--- src/csec_pkg.sv ---
// constants and carrier types for the channel status and error tally block
package csec_pkg;

  // management addressing
  localparam logic [4:0]  CSEC_DEVAD       = 5'h1e;
  localparam logic [15:0] CSEC_STATUS_ADDR = 16'h000f;
  localparam logic [15:0] CSEC_TALLY_ADDR  = 16'h0010;

  // reset values, tally full scale and zero
  localparam logic [15:0] CSEC_STATUS_RST  = 16'h0000;
  localparam logic [15:0] CSEC_TALLY_RST   = 16'hfffd;
  localparam logic [15:0] CSEC_TALLY_MAX   = 16'hffff;
  localparam logic [15:0] CSEC_ZERO        = 16'h0000;

  // widths
  localparam int CSEC_CNTW = 16;
  localparam int CSEC_ERRW = 4;

  // status field positions
  localparam int CSEC_B_ALIGN    = 15;
  localparam int CSEC_B_LOST     = 13;
  localparam int CSEC_B_AZ       = 12;
  localparam int CSEC_B_AGC      = 11;
  localparam int CSEC_B_SYNC     = 10;
  localparam int CSEC_B_CODE     = 8;
  localparam int CSEC_B_TX_UNDER = 7;
  localparam int CSEC_B_TX_OVER  = 6;
  localparam int CSEC_B_RX_UNDER = 5;
  localparam int CSEC_B_RX_OVER  = 4;
  localparam int CSEC_B_RX_LINK  = 3;
  localparam int CSEC_B_LANE     = 2;
  localparam int CSEC_B_LS_PLL   = 1;
  localparam int CSEC_B_HS_PLL   = 0;

  // analog and serdes levels, asynchronous to ref_clk_i
  typedef struct packed {
    logic high_side_signal_lost;
    logic autozero_finished;
    logic gain_loop_locked;
    logic channel_synced;
    logic system_rx_link_up;
    logic lane_align_link_up;
    logic low_side_pll_locked;
    logic high_side_pll_locked;
  } csec_lvl_s;

  // datapath event pulses, synchronous to ref_clk_i
  typedef struct packed {
    logic code_violation_seen;
    logic tx_underflow;
    logic tx_overflow;
    logic rx_underflow;
    logic rx_overflow;
  } csec_evt_s;

endpackage : csec_pkg

--- src/csec_err_tally.sv ---
// saturating clear-on-read error tally
`timescale 1ns/1ps
`default_nettype none
module csec_err_tally (
  // clock and reset
  input  wire logic                          ref_clk_i,
  input  wire logic                          arst_n_i,
  // control
  input  wire logic                          clear_i,
  input  wire logic [csec_pkg::CSEC_ERRW-1:0] inc_i,
  // value
  output logic      [csec_pkg::CSEC_CNTW-1:0] count_o
);

  logic [csec_pkg::CSEC_CNTW-1:0] count;
  logic [csec_pkg::CSEC_CNTW-1:0] next_count;
  logic [csec_pkg::CSEC_CNTW-1:0] base;
  logic [csec_pkg::CSEC_CNTW:0]   sum;

  // an error in the read cycle is kept: it lands on the cleared value
  always_comb begin
    base       = clear_i ? csec_pkg::CSEC_ZERO : count;
    sum        = {1'b0, base} + {{(csec_pkg::CSEC_CNTW + 1 - csec_pkg::CSEC_ERRW){1'b0}}, inc_i};
    next_count = sum[csec_pkg::CSEC_CNTW] ? csec_pkg::CSEC_TALLY_MAX
                                          : sum[csec_pkg::CSEC_CNTW-1:0]; // saturate, no wrap
  end

  // register
  always_ff @(posedge ref_clk_i or negedge arst_n_i) begin
    if (!arst_n_i) begin
      count <= csec_pkg::CSEC_TALLY_RST;
    end else begin
      count <= next_count;
    end
  end

  assign count_o = count;

endmodule : csec_err_tally
`default_nettype wire

--- src/csec_channel_status.sv ---
// channel health status register and high-side error tally
`timescale 1ns/1ps
`default_nettype none
module csec_channel_status (
  // clock and reset
  input  wire logic                           ref_clk_i,
  input  wire logic                           arst_n_i,
  // management register read port
  input  wire logic                           reg_rd_i,
  input  wire logic [4:0]                     reg_devad_i,
  input  wire logic [15:0]                    reg_addr_i,
  output logic      [15:0]                    rdata_o,
  output logic                                rvalid_o,
  output logic                                rhit_o,
  // asynchronous condition levels and pin
  input  wire csec_pkg::csec_lvl_s            lvl_i,
  input  wire logic                           pseudo_random_check_pin_i,
  // same-clock datapath events and modes
  input  wire csec_pkg::csec_evt_s            evt_i,
  input  wire logic                           decoder_en_i,
  input  wire logic                           jitter_verify_i,
  input  wire logic                           tp_verify_i,
  input  wire logic                           tp_aligned_i,
  input  wire logic                           tp_pattern_ok_i,
  input  wire logic [csec_pkg::CSEC_ERRW-1:0] tp_err_i,
  input  wire logic [csec_pkg::CSEC_ERRW-1:0] prbs_err_i
);

  // synchroniser stages; stage one feeds stage two only
  csec_pkg::csec_lvl_s lvl_s1;
  csec_pkg::csec_lvl_s lvl_s2;
  logic                prbs_s1;
  logic                prbs_s2;

  // latched status state
  logic       lost_latch;
  logic       az_latch;
  logic       link_latch;
  logic [4:0] evt_latch;
  logic       next_lost_latch;
  logic       next_az_latch;
  logic       next_link_latch;
  logic [4:0] next_evt_latch;

  // read path
  logic        rd_status;
  logic        rd_tally;
  logic        rd_hit;
  logic [15:0] status_word;
  logic [15:0] tally;
  logic [15:0] rdata;
  logic        rvalid;
  logic        rhit;
  logic [15:0] next_rdata;
  logic        next_rvalid;
  logic        next_rhit;
  logic        code_evt;
  logic [csec_pkg::CSEC_ERRW-1:0] inc_amt;

  // two flops for every level that crosses in from outside
  always_ff @(posedge ref_clk_i or negedge arst_n_i) begin
    if (!arst_n_i) begin
      lvl_s1  <= '0;
      lvl_s2  <= '0;
      prbs_s1 <= 1'b0;
      prbs_s2 <= 1'b0;
    end else begin
      lvl_s1  <= lvl_i;
      lvl_s2  <= lvl_s1;
      prbs_s1 <= pseudo_random_check_pin_i;
      prbs_s2 <= prbs_s1;
    end
  end

  // address decode on the management device and register number
  always_comb begin
    rd_hit    = reg_rd_i && (reg_devad_i == csec_pkg::CSEC_DEVAD);
    rd_status = rd_hit && (reg_addr_i == csec_pkg::CSEC_STATUS_ADDR);
    rd_tally  = rd_hit && (reg_addr_i == csec_pkg::CSEC_TALLY_ADDR);
  end

  // code violations only mean something with decoder or jitter check on
  assign code_evt = evt_i.code_violation_seen && (decoder_en_i || jitter_verify_i);

  // latch update: a condition arriving in the read cycle wins over the clear
  always_comb begin
    next_lost_latch = lvl_s2.high_side_signal_lost
                      || (lost_latch && !rd_status);
    next_az_latch   = lvl_s2.autozero_finished
                      && (az_latch || rd_status);
    next_link_latch = lvl_s2.system_rx_link_up
                      && (link_latch || rd_status);
    next_evt_latch  = {code_evt, evt_i.tx_underflow, evt_i.tx_overflow,
                       evt_i.rx_underflow, evt_i.rx_overflow}
                      | (evt_latch & {5{!rd_status}});
  end

  // latched status registers; low-latching bits start low, as the reset word
  always_ff @(posedge ref_clk_i or negedge arst_n_i) begin
    if (!arst_n_i) begin
      lost_latch <= 1'b0;
      az_latch   <= 1'b0;
      link_latch <= 1'b0;
      evt_latch  <= 5'h00;
    end else begin
      lost_latch <= next_lost_latch;
      az_latch   <= next_az_latch;
      link_latch <= next_link_latch;
      evt_latch  <= next_evt_latch;
    end
  end

  // status word as software sees it; reserved bits read zero
  always_comb begin
    status_word = csec_pkg::CSEC_STATUS_RST;
    status_word[csec_pkg::CSEC_B_ALIGN]    = tp_verify_i && tp_aligned_i
                                             && tp_pattern_ok_i;
    status_word[csec_pkg::CSEC_B_LOST]     = lost_latch;
    status_word[csec_pkg::CSEC_B_AZ]       = az_latch;
    status_word[csec_pkg::CSEC_B_AGC]      = lvl_s2.gain_loop_locked;
    status_word[csec_pkg::CSEC_B_SYNC]     = lvl_s2.channel_synced;
    status_word[csec_pkg::CSEC_B_CODE]     = evt_latch[4];
    status_word[csec_pkg::CSEC_B_TX_UNDER] = evt_latch[3];
    status_word[csec_pkg::CSEC_B_TX_OVER]  = evt_latch[2];
    status_word[csec_pkg::CSEC_B_RX_UNDER] = evt_latch[1];
    status_word[csec_pkg::CSEC_B_RX_OVER]  = evt_latch[0];
    status_word[csec_pkg::CSEC_B_RX_LINK]  = link_latch;
    status_word[csec_pkg::CSEC_B_LANE]     = lvl_s2.lane_align_link_up;
    status_word[csec_pkg::CSEC_B_LS_PLL]   = lvl_s2.low_side_pll_locked;
    status_word[csec_pkg::CSEC_B_HS_PLL]   = lvl_s2.high_side_pll_locked;
  end

  // tally source: pin beats pattern check beats functional decoding
  always_comb begin
    if (prbs_s2) begin
      inc_amt = prbs_err_i;
    end else if (tp_verify_i) begin
      inc_amt = tp_err_i;
    end else if (decoder_en_i && evt_i.code_violation_seen) begin
      inc_amt = {{(csec_pkg::CSEC_ERRW - 1){1'b0}}, 1'b1};
    end else begin
      inc_amt = '0;
    end
  end

  // tally counter, cleared by its own read
  csec_err_tally u_tally (
    .ref_clk_i (ref_clk_i),
    .arst_n_i  (arst_n_i),
    .clear_i   (rd_tally),
    .inc_i     (inc_amt),
    .count_o   (tally)
  );

  // read data returns the value before the read's clear takes effect
  always_comb begin
    next_rvalid = reg_rd_i;
    next_rhit   = rd_status || rd_tally;
    if (rd_status) begin
      next_rdata = status_word;
    end else if (rd_tally) begin
      next_rdata = tally;
    end else begin
      next_rdata = csec_pkg::CSEC_ZERO; // unmapped reads answer zero
    end
  end

  // read data registers
  always_ff @(posedge ref_clk_i or negedge arst_n_i) begin
    if (!arst_n_i) begin
      rdata  <= csec_pkg::CSEC_ZERO;
      rvalid <= 1'b0;
      rhit   <= 1'b0;
    end else begin
      rdata  <= next_rdata;
      rvalid <= next_rvalid;
      rhit   <= next_rhit;
    end
  end

  assign rdata_o  = rdata;
  assign rvalid_o = rvalid;
  assign rhit_o   = rhit;
endmodule : csec_channel_status
`default_nettype wire

--- config.mk ---
export PLATFORM = sky130hd
export DESIGN_NAME = csec_channel_status
export DESIGN_NICKNAME = d
export VERILOG_FILES = /design/src/csec_pkg.sv /design/src/csec_err_tally.sv /design/src/csec_channel_status.sv
export SDC_FILE = /design/constraint.sdc
export NUM_CORES = 1
export LEC_CHECK = 0
export BUFFER_PORTS_ARGS = -buffer_cell sky130_fd_sc_hd__buf_2
export CAP_MARGIN = 0
export CORE_AREA = 2 2 82 68
export DETAILED_ROUTE_END_ITERATION = 10
export DIE_AREA = 0 0 84 70
export GPL_TIMING_DRIVEN = 0
export PLACE_DENSITY_LB_ADDON = 0.12
export SETUP_SLACK_MARGIN = 0.02
export SYNTH_ARGS = -nofsm -noshare
export SYNTH_HDL_FRONTEND = slang
export SYNTH_HIERARCHICAL = 1
export SYNTH_SLANG_ARGS = --single-unit
--- constraint.sdc ---
create_clock -name ref_clk_i -period 2.65 [get_ports ref_clk_i]
set_input_delay 0.265 -clock ref_clk_i [delete_from_list [all_inputs] [get_ports ref_clk_i]]
set_output_delay 0.265 -clock ref_clk_i [all_outputs]
set_load 0.02 [all_outputs]
# Word-level counts from Yosys, hierarchy flattened
# Index checks and enable logic that the tools add are counted.
[word_totals]
regBits = 60
input_bits = 51
output_inout_bits = 18
word_cells = 55
[op_classes]
n_addsub = 1
eq_ne = 3
n_mux = 7
bitwise_logic = 2
n_reduce_logical = 16
[ops]
columns = ["operator", "n"]
rows = [
  ["$mux 16", 4],
  ["$add 16x4->17", 1],
  ["$eq 16x4->1 const B", 1],
  ["$eq 16x5->1 const B", 1],
  ["$logic_and 1x1->1", 10],
  ["$mux 4", 2],
  ["$and 5x5->5", 1],
  ["$eq 5x5->1 const B", 1],
  ["$logic_or 1x1->1", 5],
  ["$or 5x5->5", 1],
  ["$logic_not 1->1", 1],
  ["$mux 1", 1],
]

# Depth between registers and ports, before layout
[logic_depth]
depth_word = 6
depth_mapped = 13
depth_no_buf = 11

# Hierarchy
# The synthesis kept the hierarchy.
[by_module_without_submodules]
columns = ["module", "instances", "cells_each", "area_per_inst_um2", "seq_area_each_um2"]
rows = [
  ["csec_channel_status", 1, 103, 1530.2, 1101.1],
  ["csec_err_tally", 1, 89, 974.7, 419.2],
]

# Worst setup path after synthesis
# OpenSTA, ideal clock, no wires.
[synth_timing]
path_kind = "input to register"
start = "input port reg_addr_i[9]"
end = "register u_tally.count, in the netlist u_tally/count_o[6]"
setup_time_ns = 0.079
t_arrival_ns = 2.773
t_required_ns = 2.571
path_slack_ns = -0.202
stages = 13
path_buffers = 2
path_cell_list = "nor4_2 -> nand3_2 -> nor4_4 -> buf_6 -> buf_6 -> nor2b_1 -> ha_1 -> fa_1 -> nand3_1 -> nand2_1 -> and3_2 -> xnor2_1 -> o21ai_0"
[synth_via]
elab_chain_cells = 5
[synth_rtl]
columns = ["item", "line", "text"]
rows = [
  ["from (decl)", "csec_channel_status.sv:11", "input wire logic [15:0] reg_addr_i,"],
  ["$eq 16x5->1", "csec_channel_status.sv:79", "rd_tally = rd_hit && (reg_addr_i == csec_pkg::CSEC_TALLY_ADDR);"],
  ["$logic_and 1x1->1", "csec_channel_status.sv:79", ""],
  ["net rd_tally", "csec_channel_status.sv:47", "logic rd_tally;"],
  ["$mux 16", "csec_err_tally.sv:22", "base = clear_i ? csec_pkg::CSEC_ZERO : count;"],
  ["$add 16x4->17", "csec_err_tally.sv:23", "sum = {1'b0, base} + {{(csec_pkg::CSEC_CNTW + 1 - csec_pkg::CSEC_ERRW){1'b0}}, inc_i};"],
  ["$mux 16", "csec_err_tally.sv:24", "next_count = sum[csec_pkg::CSEC_CNTW] ? csec_pkg::CSEC_TALLY_MAX"],
  ["net u_tally.next_count, one bit", "csec_err_tally.sv:16", "logic [csec_pkg::CSEC_CNTW-1:0] next_count;"],
  ["to (signal assigned)", "csec_err_tally.sv:31", "count <= csec_pkg::CSEC_TALLY_RST;"],
  ["to (signal assigned)", "csec_err_tally.sv:33", "count <= next_count;"],
  ["to (decl)", "csec_err_tally.sv:15", "logic [csec_pkg::CSEC_CNTW-1:0] count;"],
]
# The timed path passes the listed nets, and every way through them passes these cells.

# Worst setup path in the final report
[layout_timing]
start = "input port reg_addr_i[5]"
end = "register u_tally.count, in the netlist u_tally/count_o[8]"
# Same word-level chain as after synthesis.

==> run_summary.xml <==
<?xml version="1.0" encoding="UTF-8"?>
<metrics>
  <group name="run_status">
    <metric name="outcome" unit="">finished with violations</metric>
    <metric name="violations" unit="">hold timing</metric>
  </group>
  <group name="synth">
    <metric name="synth_top_area_share" unit="%">45.0</metric>
    <metric name="async_flop_share" unit="%">100</metric>
    <metric name="post_synthesis_cell_count" unit="">192</metric>
    <metric name="synth.top_cells.by_area" unit="">dfrtp_1 45%, dfstp_2 16%, a22o_1 5.2%</metric>
    <metric name="synthFlopType" unit="">dfrtp_1</metric>
    <metric name="synth_enable_flop_cells" unit="">0</metric>
    <metric name="synth_top_area_cell" unit="">dfrtp_1</metric>
    <metric name="postSynthRegisterBits" unit="">60</metric>
    <metric name="synth.yosys.seq_area_share" unit="%">60.7</metric>
    <metric name="synth.avg_cell_area" unit="µm²">13.0</metric>
    <metric name="yosysWarnings" unit="">6</metric>
    <metric name="syn-num-nets" unit="">248</metric>
    <metric name="synthDistinctLibCells" unit="">46</metric>
    <metric name="mappedNetlistArea" unit="µm²">2500</metric>
  </group>
  <group name="drt">
    <metric name="dr.first_iter.drc_count" unit="">58</metric>
    <metric name="routed-via-count" unit="">1762</metric>
    <metric name="wl" unit="µm">4710</metric>
    <metric name="routed_via_density" unit="">5.14</metric>
    <metric name="routed_wire_length_per_instance" unit="µm">13.7</metric>
    <metric name="drc" unit="">0</metric>
    <metric name="detail_route.first_pass.iterations" unit="">4</metric>
    <metric name="ant_nets" unit="">0</metric>
  </group>
  <group name="timing">
    <metric name="timing.final.setup_violations" unit="">0</metric>
    <metric name="finalCritPeriodShare" unit="%">92.6</metric>
    <metric name="top_achievable_clock_speed" unit="MHz">407</metric>
    <metric name="finalCriticalPeriod" unit="ps">2450</metric>
    <metric name="final_hold_viol_count" unit="">22</metric>
    <metric name="finalWorstSetupSlack" unit="ps">196</metric>
    <metric name="finalHoldWorstSlack" unit="ps">-28.2</metric>
    <metric name="final.setup_skew" unit="ps">6.01</metric>
    <metric name="rsz_0062_raised_after_global_routing" unit="">false</metric>
    <metric name="timing_max_transition_violations_final" unit="">0</metric>
    <metric name="slew_headroom" unit="%">52.6</metric>
    <metric name="timing_worst_slew_pin_value" unit="ps">710</metric>
  </group>
  <group name="grt">
    <metric name="grt_max_degree" unit="">61</metric>
    <metric name="grt.overflow.total" unit="">0</metric>
    <metric name="grt_antenna_before_repair" unit="">0</metric>
    <metric name="grt_pass1_wl" unit="µm">7870</metric>
    <metric name="grt_util_all_layers" unit="%">17.6</metric>
    <metric name="via_count_of_the_first_global_routing_pass" unit="">1680</metric>
  </group>
  <group name="floorplanning">
    <metric name="die_area" unit="µm²">5880</metric>
    <metric name="initial_core_util" unit="%">48.2</metric>
    <metric name="placeableCoreArea" unit="µm²">5190</metric>
    <metric name="die_width" unit="µm">84</metric>
    <metric name="ios" unit="">69</metric>
    <metric name="die_height" unit="µm">70</metric>
    <metric name="num_rows" unit="">24</metric>
  </group>
  <group name="cells_and_area">
    <metric name="finish.cell_count_without_fillers" unit="">343</metric>
    <metric name="n_fill_cell" unit="">435</metric>
    <metric name="synth_to_layout_area_growth" unit="%">28.7</metric>
    <metric name="drive_above_1_share" unit="%">49.6</metric>
    <metric name="finalNetCount" unit="">330</metric>
    <metric name="diodes" unit="">0</metric>
  </group>
  <group name="min_path">
    <metric name="worstHoldPathType" unit="">input pin to async pin</metric>
  </group>
  <group name="power">
    <metric name="ir_drop" unit="V">0.000518</metric>
    <metric name="power.leakage" unit="nW">1.58</metric>
    <metric name="power_density" unit="nW/µm²">751</metric>
    <metric name="p_total" unit="mW">2.42</metric>
  </group>
  <group name="critical_path">
    <metric name="criticalPathCategory" unit="">input pin to flip-flop</metric>
    <metric name="critPathArrivalTime" unit="ps">2720</metric>
    <metric name="ff2ff_path_depth" unit="">8</metric>
    <metric name="critical_path_required" unit="ps">2920</metric>
    <metric name="crit_path_max_fanout" unit="">10</metric>
    <metric name="crit_path_end_kind" unit="">flip-flop</metric>
    <metric name="worst_setup_path_start_kind" unit="">input pin</metric>
  </group>
  <group name="cts">
    <metric name="cts.sink_count" unit="">60</metric>
    <metric name="clock_tree.root_cell" unit="">clkbuf_8</metric>
    <metric name="worst_setup_hold_path_clk_slew" unit="ps">60</metric>
    <metric name="htree_num_levels" unit="">3</metric>
    <metric name="ctsLongestPathBuffers" unit="">2</metric>
    <metric name="cts_made_buffers" unit="">9</metric>
    <metric name="worst_skew_pair.late_latency" unit="ps">340</metric>
    <metric name="cts_tree" unit="">done</metric>
    <metric name="postCtsHoldBufs" unit="">0</metric>
  </group>
  <group name="place">
    <metric name="routabilityCongestion" unit="">0.821</metric>
    <metric name="detailed_place_hpwl" unit="µm">3210</metric>
    <metric name="placedCellCount" unit="">325</metric>
    <metric name="io_buffers" unit="">68</metric>
    <metric name="preCtsSetupSlack" unit="ps">-593</metric>
  </group>
  <group name="job">
    <metric name="maxCapViolCount" unit="">0</metric>
  </group>
</metrics>
==> sequential cells by signal (all words and copies together) (netlist names) <==
| name | flops |
|---|---|
| prbs_s2 | 1 |
| rdata_o | 16 |
| rhit_o | 1 |
| az_latch | 1 |
| prbs_s1 | 1 |
| lvl_s2 | 8 |
| link_latch | 1 |
| rvalid_o | 1 |
| u_tally/count_o | 16 |
| lvl_s1 | 8 |
| evt_latch | 5 |
| lost_latch | 1 |
==> cell usage in the layout, fill, tap and decap left out, drive strengths merged, types with 2 or more instances in the layout <==
cell	count
xnor2	9
nand2	11
nand3	3
ha	4
xor2	2
clkinv	3
or2	2
a211oi	2
o21bai	6
and3	6
a22o	16
dfstp	15
clkbuf	10
nand4	4
a21oi	3
nor2b	6
inv	8
o21a	2
buf	76
o21ai	15
dfrtp	45
nand2b	2
and2	2
nor2	3
nor4	9
nor4b	2
==> path summary, 6_finish.rpt <==
kind / start / endpoint / slack, ps
worst min-delay path: arst_n_i / evt_latch[2] / -30
worst min register to register: lvl_s1[2] / lvl_s2[2] / 350
worst max register to register: prbs_s2 / u_tally/count_o[12] / 570
max in group asynchronous: arst_n_i / rdata_o[12] / 2190
min in group ref_clk_i: lvl_i[1] / lvl_s1[1] / 30
worst max-delay path: reg_addr_i[5] / u_tally/count_o[8] / 200
==> metal layers <==
metal	track usage [%]	share of wire (%)
met5	0	0
met4	5.91	1.2
met3	7.80	6.5
met2	26.2	45
met1	23.2	47
==> power breakdown <==
group          switching (mW)  internal, mW
Clock                   0.341         0.449
Combinational           0.245         0.236
Sequential             0.0852          1.07
==> cells in the mapped netlist, types with 4 or more instances <==
cell type and instances:
a22o_1 15, and3_2 4, dfrtp_1 45, dfstp_2 15, ha_1 4, inv_1 8, nand2_1 11, nor2b_1 6
nor4_1 5, o21ai_0 13, o21bai_1 6, xnor2_1 9
==> critical path: stages <==
cell and delay [ps]:
buf_2 110, nor4_4 270, nand2_2 120, nor4_4 320
buf_6 160, buf_6 140, nor2b_1 60, ha_2 200
fa_2 420, nand3_2 90, nand2_2 100, and3_4 210
xnor2_1 120, o21ai_1 130
==> stage by stage <==
| stage | util, % | instance area (µm²) | setup TNS [ps] | hold slack [ps] |
|---|---|---|---|---|
| floorplan | - | 2580 | -11.1 | -30.6 |
| global placement | 57.8 | 3000 | -7330 | 333 |
| detailed placement | 57.8 | 3000 | -7360 | 335 |
| CTS | 61.6 | 3200 | 0 | 13.0 |
| global route | 62.1 | 3220 | 0 | 4.46 |
| finish | 62.1 | 3220 | 0 | -28.2 |
==> cell families after synthesis <==
family          count (synthesis)  synth area share [%]
buf+inv                        14                  3.30
compound gates                 48                  13.7
simple gates                   54                  15.7
flops                          60                  60.7
fa+ha+maj                       5                  2.80
xor+xnor                       11                  3.85
==> layout make-up <==
class / count / area [µm²] / share of cell area [%]
well taps: 65 / 81.3 / 2.52
clock buffers: 10 / 138 / 4.27
plain buffers: 6 / 52.6 / 1.63
inverters: 8 / 30.0 / 0.931
flip-flops and latches: 60 / 1520 / 47.1
repair buffers: 71 / 365 / 11.3
multi-input cells: 118 / 985 / 30.5
clock inverters: 5 / 52.6 / 1.63
==> repair_timing <==
action,CTS,global route
gates resized for setup,1,1
gates cloned,0,0
hold endpoints to repair,0,0
pin swaps,1,2
endpoints found under the setup margin,15,13
buffers inserted,1,2
No activity file was read; power rests on OpenSTA's default activity.
